===== src/shared/charge_ctrl_pkg.sv =====
// shared constants, types and register map of the capacitor charge sequencer
package charge_ctrl_pkg;
  // clock and switching times
  localparam int CLK_MHZ = 200;
  localparam int OFF_MAX_NS = 18000;
  localparam int ON_MAX_NS = 18000;
  localparam int OFF_MIN_NS = 300;
  localparam int TMR_W = 12;
  // longest times round down, least time rounds up
  localparam logic [TMR_W-1:0] OFF_LAST = TMR_W'(OFF_MAX_NS * CLK_MHZ / 1000 - 1);
  localparam logic [TMR_W-1:0] ON_LAST = TMR_W'(ON_MAX_NS * CLK_MHZ / 1000 - 1);
  localparam logic [TMR_W-1:0] OFF_MIN_CYC = TMR_W'((OFF_MIN_NS * CLK_MHZ + 999) / 1000);

  // register map, byte addresses
  localparam int ADDR_W = 5;
  localparam logic [ADDR_W-1:0] OFF_CTRL = 5'h00;
  localparam logic [ADDR_W-1:0] OFF_STATUS = 5'h04;
  localparam logic [ADDR_W-1:0] OFF_IRQ_STAT = 5'h08;
  localparam logic [ADDR_W-1:0] OFF_IRQ_EN = 5'h0c;
  localparam logic [ADDR_W-1:0] OFF_IRQ_CLR = 5'h10;
  localparam int CTRL_FORCE_TIMER_BIT = 0;
  localparam logic CTRL_FORCE_TIMER_RST = 1'h0;
  localparam int IRQ_W = 4;
  localparam logic [IRQ_W-1:0] IRQ_EN_RST = 4'h0;
  localparam logic [1:0] RESP_OKAY = 2'h0;
  localparam logic [1:0] RESP_SLVERR = 2'h2;

  // current limit pin sense codes
  localparam logic [1:0] PIN_GND = 2'h0;
  localparam logic [1:0] PIN_FLOAT = 2'h1;
  localparam logic [1:0] PIN_SUPPLY = 2'h2;

  typedef enum logic [3:0] {
    ST_IDLE = 4'h1,
    ST_ON = 4'h2,
    ST_OFF = 4'h4,
    ST_DONE = 4'h8
  } chg_state_e;

  typedef enum logic [1:0] {
    LIM_1A0 = 2'h0,
    LIM_1A2 = 2'h1,
    LIM_1A4 = 2'h2
  } limit_e;

  typedef struct packed {
    logic current_limit_select_hit;
    logic sw_low;
    logic fb_hit;
  } comp_s;

  typedef struct packed {
    logic fast_entered;
    logic supply_lost;
    logic started;
    logic done;
  } irq_s;

  typedef struct packed {
    logic [22:0] zero;
    logic done;
    logic supply_ok;
    limit_e limit;
    logic fast;
    chg_state_e state;
  } status_s;
endpackage


===== src/hw/flash_charge_ctrl.sv =====
// charge sequencer for a flyback photoflash capacitor, with AXI4-Lite registers
//
// Design decisions made here: the address map and the AXI4-Lite slave port.
module flash_charge_ctrl
  import charge_ctrl_pkg::*;
(
  input wire logic mclk,
  input wire logic nrst,
  input wire logic capacitor_fill_enable,
  input wire logic bias_supply_ok,
  input wire comp_s comp,
  input wire logic [1:0] current_limit_select,
  output logic switch_gate,
  output limit_e limit_level,
  output logic target_reached_out,
  output logic target_reached_oe_n,
  output logic standby,
  output logic irq,
  input wire logic [ADDR_W-1:0] s_axi_awaddr,
  input wire logic s_axi_awvalid,
  output logic s_axi_awready,
  input wire logic [31:0] s_axi_wdata,
  input wire logic [3:0] s_axi_wstrb,
  input wire logic s_axi_wvalid,
  output logic s_axi_wready,
  output logic [1:0] s_axi_bresp,
  output logic s_axi_bvalid,
  input wire logic s_axi_bready,
  input wire logic [ADDR_W-1:0] s_axi_araddr,
  input wire logic s_axi_arvalid,
  output logic s_axi_arready,
  output logic [31:0] s_axi_rdata,
  output logic [1:0] s_axi_rresp,
  output logic s_axi_rvalid,
  input wire logic s_axi_rready
);
  chg_state_e state_reg;
  chg_state_e state_next;
  logic fill_prev_reg;
  logic supply_prev_reg;
  logic gate_reg;
  logic mode_fast_reg;
  logic mode_fast_next;
  limit_e limit_reg;
  logic done_out_reg;
  logic done_oe_n_reg;
  logic standby_reg;
  logic force_timer_reg;
  logic [IRQ_W-1:0] irq_stat_reg;
  logic [IRQ_W-1:0] irq_en_reg;
  logic irq_reg;
  logic [TMR_W-1:0] tmr_count;

  // bus slave state
  logic [ADDR_W-1:0] aw_addr_reg;
  logic [7:0] wdata_reg;
  logic wstrb0_reg;
  logic awready_reg;
  logic wready_reg;
  logic bvalid_reg;
  logic [1:0] bresp_reg;
  logic arready_reg;
  logic rvalid_reg;
  logic [31:0] rdata_reg;
  logic [1:0] rresp_reg;

  // sequencing decode
  wire fill_rise = capacitor_fill_enable & ~fill_prev_reg;
  // an edge seen while the supply is low is simply lost, so a held enable needs a new edge
  wire start_ok = fill_rise & bias_supply_ok;
  wire abort = ~capacitor_fill_enable | ~bias_supply_ok;
  wire on_expired = tmr_count >= ON_LAST;
  wire off_expired = tmr_count >= OFF_LAST;
  // switch node ringing right after turn-off is ignored until the least off-time passes
  wire blank_done = tmr_count >= OFF_MIN_CYC;
  wire sw_resume = ~force_timer_reg & blank_done & comp.sw_low;
  wire in_off = state_reg == ST_OFF;
  wire fb_stop = in_off & comp.fb_hit;
  wire cycle_start = state_next == ST_ON && state_reg != ST_ON;
  wire tmr_restart = state_next != state_reg;
  wire limit_e limit_pick = limit_e'(current_limit_select == PIN_GND ? LIM_1A0 :
                                     current_limit_select == PIN_SUPPLY ? LIM_1A4 : LIM_1A2);

  always_comb begin
    state_next = state_reg;
    unique case (state_reg)
      ST_IDLE: begin
        if (start_ok) begin
          state_next = ST_ON;
        end
      end
      ST_ON: begin
        if (comp.current_limit_select_hit || on_expired) begin
          state_next = ST_OFF;
        end
      end
      ST_OFF: begin
        if (comp.fb_hit) begin
          state_next = ST_DONE;
        end else if (sw_resume || off_expired) begin
          state_next = ST_ON;
        end
      end
      ST_DONE: begin
        state_next = ST_DONE;
      end
      default: begin
        state_next = ST_IDLE;
      end
    endcase
    if (abort) begin
      state_next = ST_IDLE;
    end
  end

  always_comb begin
    mode_fast_next = mode_fast_reg;
    if (state_reg == ST_IDLE && start_ok) begin
      mode_fast_next = 1'b0;
    end else if (in_off && !abort && !comp.fb_hit && sw_resume) begin
      mode_fast_next = 1'b1;
    end
  end

  cycle_timer u_timer (
    .mclk(mclk),
    .nrst(nrst),
    .restart(tmr_restart),
    .count(tmr_count)
  );

  always_ff @(posedge mclk or negedge nrst) begin
    if (!nrst) begin
      state_reg <= ST_IDLE;
      fill_prev_reg <= 1'b0;
      supply_prev_reg <= 1'b0;
      gate_reg <= 1'b0;
      mode_fast_reg <= 1'b0;
      standby_reg <= 1'b1;
    end else begin
      state_reg <= state_next;
      fill_prev_reg <= capacitor_fill_enable;
      supply_prev_reg <= bias_supply_ok;
      gate_reg <= state_next == ST_ON;
      mode_fast_reg <= mode_fast_next;
      standby_reg <= ~capacitor_fill_enable;
    end
  end

  // the limit is sampled only as a cycle starts, so a pin change never cuts an on-time short
  always_ff @(posedge mclk or negedge nrst) begin
    if (!nrst) begin
      limit_reg <= LIM_1A0;
    end else if (cycle_start) begin
      limit_reg <= limit_pick;
    end
  end

  // open drain: value held low, only the enable moves
  always_ff @(posedge mclk or negedge nrst) begin
    if (!nrst) begin
      done_out_reg <= 1'b0;
      done_oe_n_reg <= 1'b1;
    end else begin
      done_out_reg <= 1'b0;
      done_oe_n_reg <= state_next != ST_DONE;
    end
  end

  // interrupt events
  irq_s ev;
  assign ev.done = fb_stop & ~abort;
  assign ev.started = state_reg == ST_IDLE && start_ok;
  assign ev.supply_lost = supply_prev_reg & ~bias_supply_ok;
  assign ev.fast_entered = ~mode_fast_reg & mode_fast_next;

  // bus decode
  wire aw_take = s_axi_awvalid & awready_reg;
  wire w_take = s_axi_wvalid & wready_reg;
  wire ar_take = s_axi_arvalid & arready_reg;
  wire wr_fire = ~awready_reg & ~wready_reg & ~bvalid_reg;
  wire wr_lane = wr_fire & wstrb0_reg;
  wire wr_ctrl = wr_lane && aw_addr_reg == OFF_CTRL;
  wire wr_en = wr_lane && aw_addr_reg == OFF_IRQ_EN;
  wire wr_clr = wr_lane && aw_addr_reg == OFF_IRQ_CLR;
  wire wr_known = aw_addr_reg == OFF_CTRL || aw_addr_reg == OFF_STATUS || aw_addr_reg == OFF_IRQ_STAT ||
                  aw_addr_reg == OFF_IRQ_EN || aw_addr_reg == OFF_IRQ_CLR;
  wire [ADDR_W-1:0] rd_addr = {s_axi_araddr[ADDR_W-1:2], 2'h0};
  wire rd_known = rd_addr == OFF_CTRL || rd_addr == OFF_STATUS || rd_addr == OFF_IRQ_STAT ||
                  rd_addr == OFF_IRQ_EN || rd_addr == OFF_IRQ_CLR;
  wire [IRQ_W-1:0] irq_clr_vec = wr_clr ? wdata_reg[IRQ_W-1:0] : '0;
  status_s stat;
  assign stat = '{zero: '0, done: state_reg == ST_DONE, supply_ok: bias_supply_ok,
                  limit: limit_reg, fast: mode_fast_reg, state: state_reg};
  wire [31:0] rd_word = rd_addr == OFF_CTRL ? {31'h0, force_timer_reg} :
                        rd_addr == OFF_STATUS ? stat :
                        rd_addr == OFF_IRQ_STAT ? {28'h0, irq_stat_reg} :
                        rd_addr == OFF_IRQ_EN ? {28'h0, irq_en_reg} : 32'h0;

  always_ff @(posedge mclk or negedge nrst) begin
    if (!nrst) begin
      force_timer_reg <= CTRL_FORCE_TIMER_RST;
      irq_en_reg <= IRQ_EN_RST;
      irq_stat_reg <= '0;
      irq_reg <= 1'b0;
    end else begin
      if (wr_ctrl) begin
        force_timer_reg <= wdata_reg[CTRL_FORCE_TIMER_BIT];
      end
      if (wr_en) begin
        irq_en_reg <= wdata_reg[IRQ_W-1:0];
      end
      // a new event wins over a clear in the same cycle
      irq_stat_reg <= (irq_stat_reg & ~irq_clr_vec) | ev;
      irq_reg <= |(irq_stat_reg & irq_en_reg);
    end
  end

  // write channel: address and data in either order, response one cycle after both
  always_ff @(posedge mclk or negedge nrst) begin
    if (!nrst) begin
      aw_addr_reg <= '0;
      wdata_reg <= 8'h0;
      wstrb0_reg <= 1'b0;
      awready_reg <= 1'b1;
      wready_reg <= 1'b1;
      bvalid_reg <= 1'b0;
      bresp_reg <= RESP_OKAY;
    end else begin
      if (aw_take) begin
        aw_addr_reg <= {s_axi_awaddr[ADDR_W-1:2], 2'h0};
        awready_reg <= 1'b0;
      end
      if (w_take) begin
        wdata_reg <= s_axi_wdata[7:0];
        wstrb0_reg <= s_axi_wstrb[0];
        wready_reg <= 1'b0;
      end
      if (wr_fire) begin
        bvalid_reg <= 1'b1;
        bresp_reg <= wr_known ? RESP_OKAY : RESP_SLVERR;
      end else if (bvalid_reg && s_axi_bready) begin
        bvalid_reg <= 1'b0;
        awready_reg <= 1'b1;
        wready_reg <= 1'b1;
      end
    end
  end

  // read channel: data registered at the address handshake
  always_ff @(posedge mclk or negedge nrst) begin
    if (!nrst) begin
      arready_reg <= 1'b1;
      rvalid_reg <= 1'b0;
      rdata_reg <= 32'h0;
      rresp_reg <= RESP_OKAY;
    end else if (ar_take) begin
      arready_reg <= 1'b0;
      rvalid_reg <= 1'b1;
      rdata_reg <= rd_word;
      rresp_reg <= rd_known ? RESP_OKAY : RESP_SLVERR;
    end else if (rvalid_reg && s_axi_rready) begin
      rvalid_reg <= 1'b0;
      arready_reg <= 1'b1;
    end
  end

  assign switch_gate = gate_reg;
  assign limit_level = limit_reg;
  assign target_reached_out = done_out_reg;
  assign target_reached_oe_n = done_oe_n_reg;
  assign standby = standby_reg;
  assign irq = irq_reg;
  assign s_axi_awready = awready_reg;
  assign s_axi_wready = wready_reg;
  assign s_axi_bvalid = bvalid_reg;
  assign s_axi_bresp = bresp_reg;
  assign s_axi_arready = arready_reg;
  assign s_axi_rvalid = rvalid_reg;
  assign s_axi_rdata = rdata_reg;
  assign s_axi_rresp = rresp_reg;

  wire run = capacitor_fill_enable & bias_supply_ok;
endmodule


===== src/hw/cycle_timer.sv =====
// saturating cycle counter that times the switch on and off intervals
module cycle_timer
  import charge_ctrl_pkg::*;
(
  input wire logic mclk,
  input wire logic nrst,
  input wire logic restart,
  output logic [TMR_W-1:0] count
);
  logic [TMR_W-1:0] count_reg;

  // saturates so a stalled interval never wraps into a false short count
  always_ff @(posedge mclk or negedge nrst) begin
    if (!nrst) begin
      count_reg <= '0;
    end else if (restart) begin
      count_reg <= '0;
    end else if (count_reg != '1) begin
      count_reg <= count_reg + TMR_W'(1);
    end
  end

  assign count = count_reg;
endmodule


===== config.mk =====
export PLATFORM = sky130hd
export DESIGN_NAME = flash_charge_ctrl
export DESIGN_NICKNAME = d
export VERILOG_FILES = /design/src/shared/charge_ctrl_pkg.sv /design/src/hw/flash_charge_ctrl.sv /design/src/hw/cycle_timer.sv
export SDC_FILE = /design/constraint.sdc
export NUM_CORES = 1
export LEC_CHECK = 0
export BUFFER_PORTS_ARGS = -buffer_cell sky130_fd_sc_hd__buf_2
export CAP_MARGIN = 20
export CELL_PAD_IN_SITES_DETAIL_PLACEMENT = 1
export CELL_PAD_IN_SITES_GLOBAL_PLACEMENT = 1
export CORE_AREA = 3 3 87 97
export CTS_CLUSTER_DIAMETER = 200
export DETAILED_ROUTE_END_ITERATION = 16
export DIE_AREA = 0 0 90 100
export PLACE_DENSITY = 0.88
export SYNTH_ARGS = -nofsm -noshare
export SYNTH_HDL_FRONTEND = slang
export SYNTH_HIERARCHICAL = 1
export SYNTH_SLANG_ARGS = --single-unit

===== constraint.sdc =====
create_clock -name mclk -period 3.6 [get_ports mclk]
set_input_delay 0.72 -clock mclk [delete_from_list [all_inputs] [get_ports mclk]]
set_output_delay 0.72 -clock mclk [all_outputs]
set_load 0.01 [all_outputs]

# Word level (Yosys, flattened, before mapping)
# Index checks and enable logic that the tools add are counted.
# word_totals
regBits,83
inputBits,60
wordCells,133
output_inout_bits,48
# classes
n_eq_ne,18
addsub,1
bitwise_logic,28
muxes,31
n_reduce_logical,29
n_lt_le_gt_ge,2
# ops
cell,n
$mux 4,8
$mux 12,2
$mux 9,2
$pmux 4 s4,1
$and 1x1->1,14
$mux 1,14
$add 12x1->12 const B,1
$eq 3x2->1 const B,4
$ge 12x12->1 const B,1
$ge 12x6->1 const B,1
$ne 12x12->1 const B,1
$logic_and 1x1->1,10
$logic_not 5->1,2
$logic_or 1x1->1,10
$not 1->1,9
$and 4x4->4,2
$eq 4x2->1 const B,2
$mux 2,4
$eq 3x1->1 const B,2
$eq 3x3->1 const B,2
$reduce_bool 2->1,3
$eq 4x1->1 const B,1
$eq 4x3->1 const B,1
$eq 4x4->1 const B,1
10 further kinds,11

# Longest topological paths before layout
# depth
ltp_word,10
depth_mapped,8

# Hierarchy
# Netlist, hierarchy kept.
# modules_own_cells
module,seq_area_each_um2,area_per_inst_um2,instances,cells_each
flash_charge_ctrl,1158.6,2349.8,1,227
cycle_timer,300.3,648.1,1,65

# Worst setup path before layout
# No wires, ideal clock.
# synth_path
kind,input-to-reg
from,input comp[1] (netlist name)
to,"register u_timer.count_reg[10], in the netlist u_timer/count[10]"
path_slack_ns,1.381
path_buffers,1
stages,7
t_arrival_ns,2.126
cell_sequence,clkinv_1 a311oi_1 o21ai_2 a21o_1 a211o_1 clkbuf_1 a211oi_1
# synth_via
elab_chain_cells,8
elab_cells_between_ends,9
# synth_lines
element,line_no,source
"start, declared",flash_charge_ctrl.sv:11,"input wire comp_s comp,"
$and 1x1->1 *,flash_charge_ctrl.sv:76,wire sw_resume = ~force_timer_reg & blank_done & comp.sw_low;
$logic_or 1x1->1 *,flash_charge_ctrl.sv:100,end else if (sw_resume || off_expired) begin
$mux 4 *,flash_charge_ctrl.sv:100,
$mux 4 *,flash_charge_ctrl.sv:98,if (comp.fb_hit) begin
$pmux 4 s4 *,flash_charge_ctrl.sv:86,unique case (state_reg)
$mux 4 *,flash_charge_ctrl.sv:111,if (abort) begin
$ne 4x4->1 *,flash_charge_ctrl.sv:80,wire tmr_restart = state_next != state_reg;
named net tmr_restart,flash_charge_ctrl.sv:80,
$mux 12 / $reduce_bool 2->1 (equally long branches),-,
"end signal, assigned",cycle_timer.sv:19,count_reg <= count_reg + TMR_W'(1);
"end, declared",cycle_timer.sv:10,logic [TMR_W-1:0] count_reg;
# Mark *: on every way through the listed nets, which the timed path passes. The rest lies on a longest branch.
# A chain may end at the register's enable or synchronous reset.

# Final worst setup path
# layout_path
from,register state_reg[0]
to,"register u_timer.count_reg[10], in the netlist u_timer/count[10]"
# layout_via
elab_chain_cells,6
elab_cells_between_ends,13
# layout_lines
element,line_no,source
"start, declared",flash_charge_ctrl.sv:37,chg_state_e state_reg;
"start signal, assigned",flash_charge_ctrl.sv:141,state_reg <= state_next;
$mux 4,flash_charge_ctrl.sv:100,
$mux 4,flash_charge_ctrl.sv:98,
$pmux 4 s4,flash_charge_ctrl.sv:86,
$mux 4,flash_charge_ctrl.sv:111,
$ne 4x4->1 *,flash_charge_ctrl.sv:80,
named net tmr_restart,flash_charge_ctrl.sv:80,
$mux 12 / $reduce_bool 2->1 (equally long branches),-,
# Marks and branches as above.

==> impl_metrics.json <==
{
  "synth_common_cells": "52 x dfrtp_1, 39 x nand2_1, 28 x buf_4, 16 x nor2_1, 13 x o21ai_0",
  "rsz0062_at_grt": "false",
  "grt_pass1_wl_um": 12200,
  "clkSinkCount": 58,
  "port_buffers": 46,
  "finish.instance_area_mm2": 0.00346,
  "cts_hold_buf": 0,
  "cp-end-kind": "register",
  "clk_pin_slew_ps": 70,
  "syn_area_per_cell_um2": 10.3,
  "vias": 2301,
  "cpLargestDelayFamily": "compound AO/OA/AOI/OAI gates",
  "synthDistinctLibCells": 60,
  "cp_data_required_time_ps": 3830,
  "drc": 0,
  "first_pass_iters": 4,
  "multi_input_area_mm2": 0.00135,
  "cts-buffers-inserted": 9,
  "cts_resized": 0,
  "syn2layout_area_growth_pct": 15.4,
  "synth-seq-cells": 58,
  "grt_pass1_vias": 2468,
  "root_buffer": "clkbuf_8",
  "max-cap-violations": 0,
  "final_core_util_pct": 46.0,
  "drive_gt1_share_pct": 26.8,
  "antenna_left": 0,
  "wl_per_cell_um": 15.6,
  "cp_cell_sequence": "or4b_4 > a21oi_2 > o21ai_2 > a21o_1 > a211o_1 > a211oi_1",
  "synth_area_leader_cell": "dfrtp_1",
  "largest_reg_flops": 12,
  "tightest_slew_ps": 758,
  "core_area_mm2": 0.00751,
  "initial_core_util_pct": 39.9,
  "syn_area_mm2": 0.00300,
  "grt_start_max_net_pins": 27,
  "dieArea_mm2": 0.00900,
  "yosysMostFrequentCell": "dfrtp_1",
  "fin_setup_tns_ps": 0,
  "register_area_mm2": 0.00146,
  "power_density_mw_per_mm2": 619,
  "cts_tree": "yes",
  "routed_wl_um": 7030,
  "setup_viol_count_final": 0,
  "finalHoldViolations": 0,
  "synthTopCellsByArea": "dfrtp_1 43%, buf_4 7.0%, dfstp_2 5.3%",
  "drt_iter0_drc": 47,
  "cp-start-kind": "register",
  "fin_skew_ps": 8.93,
  "synth_top_area_share_pct": 43.4,
  "grt_usage_pct": 17.0,
  "gp_congestion": 0.794,
  "fmax_mhz": 391,
  "async_reset_ff_share_pct": 100,
  "final.min_clock_period_ps": 2550,
  "clock_path_buffers": 2,
  "n_fill_cell": 873,
  "min_path_type": "in -> async",
  "ios": 108,
  "grt_antenna_before_repair": 0,
  "antenna_cells": 0,
  "maxSlewViolCount": 0,
  "rows": 33,
  "worstPathArrival_ps": 2790,
  "htreeDepth": 3,
  "path_max_fanout": 13,
  "leakagePower_nw": 1.56,
  "relSlewSlack_pct": 48.8,
  "critPathSlowestCell": "dfstp_2",
  "final_nets": 403,
  "synth_edf_count": 0,
  "synth-warning-count": 6,
  "max_stage_delay_ps": 670,
  "worstSetupPathType": "reg -> reg",
  "die_x_um": 90,
  "pre_cts_ws_ps": 1050,
  "status": "complete, no violations",
  "fin_ws_ps": 1050,
  "ir_drop_uv": 256,
  "hpwl_um": 5080,
  "placed_area_mm2": 0.00322,
  "clk-insertion-delay-late_ps": 350,
  "finalCritPeriodShare_pct": 71.0,
  "synth-seq-area-share_pct": 48.7,
  "worst-path-buf-inv": 0,
  "post-cts-setup-buffer-count": 0,
  "overflow": 0,
  "vias_per_cell": 5.09,
  "die-height_um": 100,
  "holdWs_ps": 247,
  "synth_flop_cell": "dfrtp_1",
  "synthCells": 292
}
==> where the power goes <==
part	internal [mW]	leakage (nW)	switching [mW]	total, mW
Sequential	0.834	0.727	0.158	0.992
Clock	0.445	0.119	0.266	0.711
Combinational	0.205	0.715	0.234	0.439
==> cells in the final DEF (no fill, tap or decap), types with 3 or more instances in the layout <==
cell type	netlist	final
a22oi_1	5	5
nand2_1	39	39
clkbuf_8	0	12
dfrtp_1	52	52
o21ai_0	13	13
mux2_1	10	10
nand4_1	3	3
inv_1	8	8
nor2b_1	6	6
mux2i_1	4	4
dfstp_2	6	6
or4b_1	3	3
a21oi_1	10	10
o21ai_1	10	10
nand3_1	7	7
a31oi_1	4	4
nor4_1	3	3
conb_1	1	26
nor2_1	16	16
nor3_1	6	6
buf_2	0	46
mux2_2	8	8
==> logic make-up (layout without fill, tap and decap cells) <==
| group | count (synthesis) | after routing | synth area share [%] |
|---|---|---|---|
| compound gates | 59 | 59 | 12.4 |
| mux | 23 | 23 | 8.85 |
| simple gates | 105 | 105 | 19.7 |
| xor+xnor | 1 | 1 | 0.292 |
| flops | 58 | 58 | 48.7 |
| fa+ha+maj | 1 | 1 | 0.417 |
| other cells | 1 | 26 | 0.125 |
| buf+inv | 44 | 74 | 9.52 |
==> path summary, 6_finish.rpt <==
path                                           to  depth (start not counted)  slack, ps      startpoint
worst max-delay path            u_timer/count[10]                          6       1050    state_reg[0]
worst min-delay path               s_axi_rdata[0]                          1        250            nrst
worst max register to register  u_timer/count[10]                          6       1050    state_reg[0]
worst min register to register     s_axi_rdata[7]                          2        470  s_axi_rdata[7]
max in group asynchronous            state_reg[0]                          2       2670            nrst
min in group mclk                  s_axi_rdata[7]                          2        470  s_axi_rdata[7]
==> metrics by stage <==
step           power [mW]  instances
3_5_place_dp         1.44        436
5_1_grt              2.29        452
6_report             2.14        452
3_3_place_gp         1.40        436
4_1_cts              2.17        452
2_1_floorplan        1.27        317
==> cell type report <==
type / instances / area share, %
flip-flops and latches: 58 / 42.2
multi-input cells: 215 / 39.0
repair buffers: 48 / 7.09
clock buffers: 12 / 4.78
well taps: 105 / 3.80
clock inverters: 4 / 2.10
inverters: 10 / 1.09
==> routing by layer <==
| metal | track usage [%] | part of all wire [%] | up-vias |
|---|---|---|---|
| li1 | - | - | 1085 |
| met1 | 19.3 | 41 | 1148 |
| met2 | 29.8 | 52 | 58 |
| met3 | 5.62 | 5.0 | 10 |
| met4 | 6.48 | 1.6 | 0 |
| met5 | 0 | 0 | - |
Power figures use the tool's default switching activity.
